--- src/verilog/srpc_pkg.sv ---
// Constants and carrier types for the reset and PLL control register bank.
// Assumes a single 200 MHz clock and a serial configuration port host.
package srpc_pkg;

  // Serial frame layout: address, then the write flag, then the data word.
  localparam int ADDR_W     = 9;
  localparam int DATA_W     = 16;
  localparam int FRAME_BITS = ADDR_W + 1 + DATA_W;
  localparam int CNT_W      = 5;

  // Register offsets.
  localparam logic [ADDR_W-1:0] OFS_ID      = 9'h000;
  localparam logic [ADDR_W-1:0] OFS_RSVD1   = 9'h001;
  localparam logic [ADDR_W-1:0] OFS_VARIANT = 9'h002;
  localparam logic [ADDR_W-1:0] OFS_SYNTH   = 9'h008;
  localparam logic [ADDR_W-1:0] OFS_CGEN    = 9'h009;
  localparam logic [ADDR_W-1:0] OFS_ANALOG  = 9'h00a;
  localparam logic [ADDR_W-1:0] OFS_PWR     = 9'h010;

  // Code that holds a sub-block in soft reset.
  localparam logic [3:0] HOLD_CODE = 4'h9;

  // Field positions.
  localparam int SYN_PLL_LSB  = 0;
  localparam int SYN_LOCK_LSB = 4;
  localparam int CGEN_LSB     = 0;
  localparam int ANA_MUX_LSB  = 0;
  localparam int ANA_AFE_LSB  = 4;
  localparam int ANA_SER_LSB  = 8;
  localparam int PWR_ON_BIT   = 0;
  localparam int PWR_EN_BIT   = 1;
  localparam int PWR_BYP_BIT  = 2;

  // Values after reset.
  localparam logic [1:0]  VARIANT_RST = 2'h0;
  localparam logic [7:0]  SYNTH_RST   = 8'h99;
  localparam logic [3:0]  CGEN_RST    = 4'h9;
  localparam logic [11:0] ANALOG_RST  = 12'h999;
  localparam logic [2:0]  PWR_RST     = 3'h4;

  // Soft resets driven to the sub-blocks, high while held.
  typedef struct packed {
    logic pll;
    logic lock_det;
    logic clk_gen;
    logic col_mux;
    logic afe;
    logic serializer;
  } srpc_rst_t;

  // PLL controls.
  typedef struct packed {
    logic power_on;
    logic enable;
    logic bypass;
  } srpc_pll_t;

endpackage

--- src/verilog/srpc_regs.sv ---
// Reset and PLL control register bank behind the serial configuration port.
// Assumes the port pins are asynchronous to clk_i and much slower than it.
//
// Contract
// - Synth field 0x9 holds the PLL reset.
// - Lock field 0x9 holds lock detector reset.
// - Clock generator field 0x9 holds its reset.
// - Mux field 0x9 holds column multiplexer reset.
// - Front-end field 0x9 holds analogue front end.
// - Serializer field 0x9 holds serializer reset.
// - Power bit low powers the PLL down.
// - Enable bit low disables the PLL.
// - Bypass bit high bypasses; resets to one.
`timescale 1ns/10ps
module srpc_regs #(
  parameter logic [15:0] ID_VALUE = 16'h0a5c  // Arbitrary value.
) (
  input  wire logic              clk_i,
  input  wire logic              rst_i,
  input  wire logic              ss_n_i,
  input  wire logic              sck_i,
  input  wire logic              mosi_i,
  output logic                   miso_o,
  output logic                   miso_oe_o,
  output logic [1:0]             variant_o,
  output srpc_pkg::srpc_rst_t    sub_rst_o,
  output srpc_pkg::srpc_pll_t    pll_ctrl_o
);
  import srpc_pkg::*;

  typedef enum logic [1:0] {ST_IDLE, ST_CMD, ST_DATA, ST_DONE} srpc_state_t;

  ////////////////////////////////////////////////////////////////////////////
  // Pin synchronisers and glitch filter; bit 2 select, 1 clock, 0 data.

  logic [2:0] s1_reg, s2_reg, s3_reg, filt_reg;
  logic [2:0] s1_next, s2_next, s3_next, filt_next;
  logic       sel_c, rise_c, fall_c, sdi_c;

  always_comb begin
    s1_next   = {ss_n_i, sck_i, mosi_i};
    s2_next   = s1_reg;
    s3_next   = s2_reg;
    filt_next = (~(s2_reg ^ s3_reg) & s3_reg) | ((s2_reg ^ s3_reg) & filt_reg);
  end

  always_ff @(posedge clk_i) begin
    if (rst_i) begin
      s1_reg   <= 3'h4;
      s2_reg   <= 3'h4;
      s3_reg   <= 3'h4;
      filt_reg <= 3'h4;
    end else begin
      s1_reg   <= s1_next;
      s2_reg   <= s2_next;
      s3_reg   <= s3_next;
      filt_reg <= filt_next;
    end
  end

  always_comb begin
    sel_c  = ~filt_reg[2];
    rise_c = ~filt_reg[1] & filt_next[1];
    fall_c = filt_reg[1] & ~filt_next[1];
    sdi_c  = filt_next[0];
  end

  ////////////////////////////////////////////////////////////////////////////
  // Serial frame engine and register file.

  srpc_state_t       state_reg, state_next;
  logic [CNT_W-1:0]  cnt_reg, cnt_next;
  logic [DATA_W-1:0] sin_reg, sin_next;
  logic [DATA_W-1:0] sout_reg, sout_next;
  logic [ADDR_W-1:0] addr_reg, addr_next;
  logic              wr_reg, wr_next;
  logic              oe_reg, oe_next;
  logic [1:0]        variant_reg, variant_next;
  logic [7:0]        synth_reg, synth_next;
  logic [3:0]        cgen_reg, cgen_next;
  logic [11:0]       analog_reg, analog_next;
  logic [2:0]        pwr_reg, pwr_next;
  srpc_rst_t         rst_reg, rst_next;
  srpc_pll_t         pll_reg, pll_next;
  logic              commit_c, load_c;
  logic [DATA_W-1:0] wdata_c;

  function automatic logic [DATA_W-1:0] read_mux(input logic [ADDR_W-1:0] a);
    logic [DATA_W-1:0] d;
    d = 16'h0000;
    case (a)
      OFS_ID:      d = ID_VALUE;
      OFS_VARIANT: d = {14'h0000, variant_reg};
      OFS_SYNTH:   d = {8'h00, synth_reg};
      OFS_CGEN:    d = {12'h000, cgen_reg};
      OFS_ANALOG:  d = {4'h0, analog_reg};
      OFS_PWR:     d = {13'h0000, pwr_reg};
      default:     d = 16'h0000;
    endcase
    return d;
  endfunction

  always_comb begin
    state_next   = state_reg;
    cnt_next     = cnt_reg;
    sin_next     = sin_reg;
    sout_next    = sout_reg;
    addr_next    = addr_reg;
    wr_next      = wr_reg;
    oe_next      = sel_c;
    variant_next = variant_reg;
    synth_next   = synth_reg;
    cgen_next    = cgen_reg;
    analog_next  = analog_reg;
    pwr_next     = pwr_reg;
    commit_c     = 1'b0;
    load_c       = 1'b0;
    wdata_c      = {sin_reg[DATA_W-2:0], sdi_c};
    case (state_reg)
      ST_IDLE: begin
        cnt_next = '0;
        if (sel_c) begin
          state_next = ST_CMD;
        end
      end
      ST_CMD: begin
        if (rise_c) begin
          sin_next = {sin_reg[DATA_W-2:0], sdi_c};
          cnt_next = cnt_reg + 5'd1;
          if (cnt_reg == CNT_W'(ADDR_W)) begin
            addr_next  = sin_reg[ADDR_W-1:0];
            wr_next    = sdi_c;
            load_c     = 1'b1;
            sout_next  = read_mux(sin_reg[ADDR_W-1:0]);
            state_next = ST_DATA;
          end
        end
      end
      ST_DATA: begin
        if (rise_c) begin
          sin_next = {sin_reg[DATA_W-2:0], sdi_c};
          cnt_next = cnt_reg + 5'd1;
          if (cnt_reg == CNT_W'(FRAME_BITS - 1)) begin
            commit_c   = wr_reg;
            state_next = ST_DONE;
          end
        end else if (fall_c && cnt_reg >= CNT_W'(ADDR_W + 2)) begin
          sout_next = {sout_reg[DATA_W-2:0], 1'b0};
        end
      end
      ST_DONE: begin
        cnt_next = cnt_reg;
      end
      default: begin
        state_next = ST_IDLE;
      end
    endcase
    if (!sel_c) begin
      state_next = ST_IDLE;
    end
    if (commit_c) begin
      case (addr_reg)
        OFS_VARIANT: variant_next = wdata_c[1:0];
        OFS_SYNTH:   synth_next   = wdata_c[7:0];
        OFS_CGEN:    cgen_next    = wdata_c[3:0];
        OFS_ANALOG:  analog_next  = wdata_c[11:0];
        OFS_PWR:     pwr_next     = wdata_c[2:0];
        default:     variant_next = variant_reg;
      endcase
    end
  end

  always_comb begin
    rst_next.pll        = synth_reg[SYN_PLL_LSB+:4] == HOLD_CODE;
    rst_next.lock_det   = synth_reg[SYN_LOCK_LSB+:4] == HOLD_CODE;
    rst_next.clk_gen    = cgen_reg[CGEN_LSB+:4] == HOLD_CODE;
    rst_next.col_mux    = analog_reg[ANA_MUX_LSB+:4] == HOLD_CODE;
    rst_next.afe        = analog_reg[ANA_AFE_LSB+:4] == HOLD_CODE;
    rst_next.serializer = analog_reg[ANA_SER_LSB+:4] == HOLD_CODE;
    pll_next.power_on   = pwr_reg[PWR_ON_BIT];
    pll_next.enable     = pwr_reg[PWR_EN_BIT];
    pll_next.bypass     = pwr_reg[PWR_BYP_BIT];
  end

  always_ff @(posedge clk_i) begin
    if (rst_i) begin
      state_reg   <= ST_IDLE;
      cnt_reg     <= '0;
      sin_reg     <= '0;
      sout_reg    <= '0;
      addr_reg    <= '0;
      wr_reg      <= 1'b0;
      oe_reg      <= 1'b0;
      variant_reg <= VARIANT_RST;
      synth_reg   <= SYNTH_RST;
      cgen_reg    <= CGEN_RST;
      analog_reg  <= ANALOG_RST;
      pwr_reg     <= PWR_RST;
      rst_reg     <= '1;
      pll_reg.power_on <= PWR_RST[PWR_ON_BIT];
      pll_reg.enable   <= PWR_RST[PWR_EN_BIT];
      pll_reg.bypass   <= PWR_RST[PWR_BYP_BIT];
    end else begin
      state_reg   <= state_next;
      cnt_reg     <= cnt_next;
      sin_reg     <= sin_next;
      sout_reg    <= sout_next;
      addr_reg    <= addr_next;
      wr_reg      <= wr_next;
      oe_reg      <= oe_next;
      variant_reg <= variant_next;
      synth_reg   <= synth_next;
      cgen_reg    <= cgen_next;
      analog_reg  <= analog_next;
      pwr_reg     <= pwr_next;
      rst_reg     <= rst_next;
      pll_reg     <= pll_next;
    end
  end

  assign miso_o     = sout_reg[DATA_W-1];
  assign miso_oe_o  = oe_reg;
  assign variant_o  = variant_reg;
  assign sub_rst_o  = rst_reg;
  assign pll_ctrl_o = pll_reg;

  ////////////////////////////////////////////////////////////////////////////
  // Checks.

  pll_hold_a: assert property (
    @(posedge clk_i) disable iff (rst_i)
    (commit_c && addr_reg == OFS_SYNTH && wdata_c[3:0] == HOLD_CODE)
      |-> ##2 rst_reg.pll)
    else $error("PLL not held after hold code.");

  lock_release_a: assert property (
    @(posedge clk_i) disable iff (rst_i)
    (commit_c && addr_reg == OFS_SYNTH && wdata_c[7:4] != HOLD_CODE)
      |-> ##2 !rst_reg.lock_det)
    else $error("Lock detector not released.");

  cgen_hold_a: assert property (
    @(posedge clk_i) disable iff (rst_i)
    (commit_c && addr_reg == OFS_CGEN && wdata_c[3:0] == HOLD_CODE)
      |-> ##2 rst_reg.clk_gen)
    else $error("Clock generator not held.");

  mux_release_a: assert property (
    @(posedge clk_i) disable iff (rst_i)
    (commit_c && addr_reg == OFS_ANALOG && wdata_c[3:0] != HOLD_CODE)
      |-> ##2 !rst_reg.col_mux)
    else $error("Column mux not released.");

  afe_hold_a: assert property (
    @(posedge clk_i) disable iff (rst_i)
    (commit_c && addr_reg == OFS_ANALOG && wdata_c[7:4] == HOLD_CODE)
      |-> ##2 rst_reg.afe)
    else $error("Front end not held.");

  ser_hold_a: assert property (
    @(posedge clk_i) disable iff (rst_i)
    (commit_c && addr_reg == OFS_ANALOG && wdata_c[11:8] == HOLD_CODE)
      |-> ##2 rst_reg.serializer)
    else $error("Serializer not held.");

  pll_power_a: assert property (
    @(posedge clk_i) disable iff (rst_i)
    (commit_c && addr_reg == OFS_PWR && !wdata_c[0])
      |-> ##2 !pll_reg.power_on)
    else $error("PLL not powered down.");

  pll_enable_a: assert property (
    @(posedge clk_i) disable iff (rst_i)
    (commit_c && addr_reg == OFS_PWR && wdata_c[1])
      |-> ##2 pll_reg.enable)
    else $error("PLL not enabled.");

  bypass_default_a: assert property (
    @(posedge clk_i)
    rst_i |=> pll_reg.bypass && !pll_reg.enable && !pll_reg.power_on)
    else $error("PLL controls wrong after reset.");

  id_read_a: assert property (
    @(posedge clk_i) disable iff (rst_i)
    (load_c && sin_reg[ADDR_W-1:0] == OFS_ID) |=> sout_reg == ID_VALUE)
    else $error("Identification read wrong.");

  id_write_a: assert property (
    @(posedge clk_i) disable iff (rst_i)
    (commit_c && (addr_reg == OFS_ID || addr_reg == OFS_RSVD1))
      |=> $stable(variant_reg) && $stable(synth_reg) && $stable(pwr_reg))
    else $error("Read-only write changed state.");

  reset_hold_a: assert property (
    @(posedge clk_i)
    rst_i |=> synth_reg == SYNTH_RST && analog_reg == ANALOG_RST
      && cgen_reg == CGEN_RST && rst_reg == '1)
    else $error("Soft resets not restored.");

endmodule

--- config.mk ---
export PLATFORM = sky130hd
export DESIGN_NAME = srpc_regs
export DESIGN_NICKNAME = d
export VERILOG_FILES = /design/src/verilog/srpc_pkg.sv /design/src/verilog/srpc_regs.sv
export SDC_FILE = /design/constraint.sdc
export NUM_CORES = 1
export LEC_CHECK = 0
export CORE_ASPECT_RATIO = 1.75
export CORE_UTILIZATION = 62
export DETAILED_ROUTE_END_ITERATION = 10
export DONT_BUFFER_PORTS = 1
export HOLD_SLACK_MARGIN = 0.06
export PLACE_DENSITY = 0.84
export SYNTH_ARGS = -nofsm -noshare
export SYNTH_HDL_FRONTEND = slang
export SYNTH_SLANG_ARGS = --single-unit
--- constraint.sdc ---
create_clock -name clk_i -period 2.35 [get_ports clk_i]
set_input_delay 0.1175 -clock clk_i [delete_from_list [all_inputs] [get_ports clk_i]]
set_output_delay 0.1175 -clock clk_i [all_outputs]
set_load 0.1 [all_outputs]
-- Word-level counts from Yosys, hierarchy flattened
Index checks and enable logic that the tools add are counted.
- reduce and logical (&&, ||, !) cells: 17
- multipliers: 0
- magnitude comparators: 1
- bitwise operators: 11
- eq/ne operators: 28
- $add $sub $neg: 1
- divide/modulo/power cells: 0
- mux-type cells: 16
- shifts and indexed selects: 0
- operator list (kind ; number):
    one-hot mux 12 bit (6 select lines) ; 1
    2-to-1 mux 16 bit ; 4
    equality test 9 x 4 -> 1 bit, second input constant ; 6
    one-hot mux 16 bit (2 select lines) ; 1
    equality test 4 bit, second input constant ; 6
    equality test 9 x 2 -> 1 bit, second input constant ; 2
    equality test 9 x 5 -> 1 bit, second input constant ; 2
    AND reduction 2 bit ; 7
    inequality test 2 bit, second input constant ; 6
    one-hot mux 5 bit (2 select lines) ; 1
    AND reduction 5 bit ; 2
    logical NOT 9 bit ; 1
    2-to-1 mux 2 bit ; 4
    bitwise AND 3 bit ; 2
    one-hot mux 2 bit (3 select lines) ; 1
    adder 5 x 1 -> 5 bit, second input constant ; 1
    equality test 5 x 4 -> 1 bit, second input constant ; 1
    equality test 5 bit, second input constant ; 1
    greater-or-equal comparator 5 x 4 -> 1 bit, second input constant ; 1
    2-to-1 mux 5 bit ; 1
    equality test 2 bit, second input constant ; 2
    inverter 1 bit ; 4
    OR reduction 2 bit ; 2
    2-to-1 mux 1 bit ; 3
    11 further kinds ; 12
- latch bits: 0
- memory bits (writable): 0
- memories kept: 0
- output and inout bits: 13
- input port bits: 5
- register bits: 95
- memory bits (read-only): 0

-- Depth between registers and ports, before layout
- word-level depth: 10
- depth in mapped cells: 10
- mapped depth without buffers: 7

-- Worst setup path before layout
OpenSTA, ideal clock, no wires.
- path kind: register to register
- start point: register state_reg[0]
- end point: register sout_reg[7]
- data arrival time: 1.882 ns
- buffers on the path: 1
- clock period less this slack: 2.002 ns
- data required time: 2.230 ns
- library setup time: 0.120 ns
- setup slack: 0.348 ns
- cell stages (with the launch flop): 9
- cell sequence: dfxtp_1 inv_1 ha_1 nor3b_1 nand4_1 a32oi_1 clkbuf_1 nor3b_1 a211o_1
- longest elaborated chain between the ends: 3
- RTL lines (item ; line ; RTL):
    start: declaration ; srpc_regs.sv:71 ; srpc_state_t state_reg, state_next;
    start signal: assignment ; srpc_regs.sv:204 ; state_reg <= state_next;
    equality test 2 bit / equality test 2 x 1 -> 1 bit (equally long branches) ; srpc_regs.sv:119 ; case (state_reg)
    inequality test 2 bit (no source line) / nonzero test 2 bit (equally long branches) ; - ;
    AND reduction 5 bit (no source line) ; - ;
    end signal: assignment ; srpc_regs.sv:207 ; sout_reg <= sout_next;
    end: declaration ; srpc_regs.sv:74 ; logic [DATA_W-1:0] sout_reg, sout_next;
Several ways; a longest one is shown, not always the timed one.
A chain may end at the register's enable or synchronous reset.

-- Worst setup path after layout
- start point: register sin_reg[5]
- end point: register sout_reg[11]
- longest elaborated chain between the ends: 5
- RTL lines (item ; line ; RTL):
    start: declaration ; srpc_regs.sv:73 ; logic [DATA_W-1:0] sin_reg, sin_next;
    start signal: assignment ; srpc_regs.sv:206 ; sin_reg <= sin_next;
    equality test 9 x 5 -> 1 bit, or another cell as far along ; srpc_regs.sv:91 ; case (a)
    one-hot mux 12 bit (6 select lines) (*) ; srpc_regs.sv:91 ;
    2-to-1 mux 16 bit (*) ; srpc_regs.sv:130 ; if (cnt_reg == CNT_W'(ADDR_W)) begin
    2-to-1 mux 16 bit (*) ; srpc_regs.sv:127 ; if (rise_c) begin
    one-hot mux 16 bit (2 select lines) (*) ; srpc_regs.sv:119 ;
Every way passes the cells marked *; elsewhere a longest branch is shown, timed or not. The select of a mux whose other input is x is not followed.

==> results.json <==
{
  "via_count": 3203,
  "min_period_ns": 2.06,
  "hold_violations": 0,
  "row_count": 38,
  "yosysWarnings": 0,
  "synth_largest_area_cell": "dfxtp_1",
  "rrSetupSlack_ns": 0.29,
  "hpwlAfterDp_um": 5940,
  "grt_first_pass_wirelength_um": 14700,
  "r2r_start": "sin_reg[5]",
  "p_total_mw": 2.66,
  "final_max_slew_viol_count": 0,
  "gp_congestion": 0.913,
  "fill_cells": 452,
  "r2r_end": "sout_reg[11]",
  "post-cts-setup-buffers": 0,
  "core_region_area_um2": 6230,
  "drv_cap": 0,
  "tns_ns": 0,
  "die_y_um": 109,
  "synth_ff_type": "dfxtp_1",
  "leakagePower_nw": 1.74,
  "ys_seq_elements": 95,
  "yosys.area.top_type_share_pct": 47.0,
  "cts_sinks": 95,
  "critPathRequiredTime_ns": 2.63,
  "finalCritPeriodShare_pct": 87.7,
  "drt-total-wl_um": 8710,
  "synthSimpleGateAreaFrac_pct": 25.6,
  "ys_seq_area_share_pct": 47.0,
  "antenna_found_initial": 0,
  "pin_count": 18,
  "numCtsBuffers": 9,
  "synth_compound_area_share_pct": 12.5,
  "grt_max_degree": 103,
  "start_util_pct": 65.0,
  "endpoint": "sout_reg[11]",
  "status": "finished, final reports clean",
  "synthAdderAreaFrac_pct": 2.41,
  "syn_area_um2": 4050,
  "grt_use_total_pct": 28.0,
  "drtIter0Drc": 214,
  "synth_commonest_cells": "95 x dfxtp_1, 60 x nor2_1, 37 x a21oi_1",
  "holdBufCountCts": 5,
  "worstPathArrival_ns": 2.34,
  "power_density_nw_per_um2": 601,
  "clockRootBuffer": "clkbuf_8",
  "vias_per_cell": 5.98,
  "netlist_instances": 451,
  "cts_resized": 0,
  "rsz0062_at_grt": "false",
  "htree_levels": 3,
  "hold_class": "input port to register",
  "synth_area_leaders": "dfxtp_1 47%, mux2i_1 6.4%, nor2_1 5.6%",
  "final_core_util_pct": 71.1,
  "clkSlewWorstSetupHoldPaths_ns": 0.08,
  "fin_skew_ns": 0.00690,
  "cp_max_fo": 6,
  "fmax_mhz": 485,
  "overflow": 0,
  "grt_pass1_vias": 3170,
  "final_layout_size_suffix_gt1_share_pct": 11.0,
  "die_x_um": 63.1,
  "post-synth-top-count-cell": "dfxtp_1",
  "antenna_left": 0,
  "clk_latency_ns": 0.37,
  "drc": 0,
  "synth-xor-area-share_pct": 0.649,
  "die_area_um2": 6870,
  "startpoint_type": "register",
  "synth_edf_count": 0,
  "cts_tree": "built",
  "setup_viol": 0,
  "vdd_drop_max_mv": 0.516,
  "end_kind": "register",
  "avgSynthCellArea_um2": 8.98,
  "crit_path_start": "sin_reg[5]",
  "nNetsFinal": 465,
  "ff2ff_path_depth": 5,
  "worst_pin_slew_ns": 0.945,
  "multiInputGateArea_um2": 1980,
  "crit_type": "register to register",
  "diodes": 0,
  "ctsLongestPathBuffers": 2,
  "ys_types": 54,
  "synthMuxAreaShare_pct": 7.82,
  "area_growth_syn_to_layout_pct": 9.30,
  "dr.pass1.iters": 5,
  "wire_per_inst_um": 16.2,
  "slew_headroom_pct": 36.9,
  "min-delay-start": "rst_i",
  "seqCellArea_um2": 1900,
  "synth_top_family_by_area": "simple AND/OR/NAND/NOR gates",
  "synthArstFlopShare_pct": 0,
  "numPortBuffers": 0,
  "synth_fp_nets": 463,
  "largest_reg_flops": 16
}
[worst max-delay path: stages (launching register included)]
cell and delay [ns]:
dfxtp_1 0.36, or4_4 0.57, nor4_1 0.22, nor2b_1 0.35, a21boi_0 0.20, a311oi_1 0.27
[per-layer routing]
layer	wire, um	up-vias	GRT usage (%)
met5	0	-	0
met4	383	0	18.8
met3	356	29	5.75
met2	4470	81	49.2
met1	3500	1512	30.0
li1	-	1581	-
[kinds of logic (layout without fill, tap and decap cells)]
logic type,after synthesis,count (layout)
simple gates,194,194
compound gates,80,80
flops,95,95
mux,31,31
xor+xnor,3,3
buf+inv,40,45
fa+ha+maj,8,8
[how the worst min path moves through the flow]
stage / to / slack, ns / cells after the start
6_report: sout_reg[7] / 0.07 / 2
5_1_grt: sout_reg[7] / 0.06 / 2
4_1_cts: sout_reg[7] / 0.06 / 2
3_5_place_dp: miso_oe_o / 0.20 / 1
3_3_place_gp: miso_oe_o / 0.20 / 1
2_1_floorplan: pll_ctrl_o[2] / 0.20 / 1
[area by class of cell]
type	count	share of cell area, %
Sequential cell	95	43.0
Clock buffer	14	4.13
Inverter	8	0.678
Timing Repair Buffer	23	5.14
Tap cell	80	2.26
Multi-Input combinational cell	316	44.8
[cells in the final DEF, fill, tap and decap left out, drive strengths merged, types with 6 or more instances in the layout]
master	n
nor3	16
buf	19
nor2	60
ha	7
a21oi	37
nand2b	7
or2	10
nor2b	15
nor4	6
nor4bb	7
nor3b	6
nand2	32
clkbuf	14
dfxtp	95
nand4	6
nand3	9
a311oi	6
o21ai	10
inv	8
mux2i	26
[where the power goes]
part	switching (mW)	leakage [nW]	total [mW]	internal, mW
logic	0.0299	0.874	0.0453	0.0154
clock network	0.509	0.0946	0.998	0.490
registers	0.00323	0.767	1.62	1.61
[through the flow]
stage / hold slack (ns) / setup WS [ns] / area (um^2) / cells
final: 0.0709 / 0.289 / 4430 / 536
after global routing: 0.0647 / 0.112 / 4430 / 536
after detailed placement: 0.201 / 0.295 / 4180 / 517
after CTS: 0.0608 / 0.279 / 4430 / 536
after floorplan: 0.198 / 0.348 / 4050 / 451
after global placement: 0.201 / 0.335 / 4180 / 517
Power figures use the tool's default switching activity.
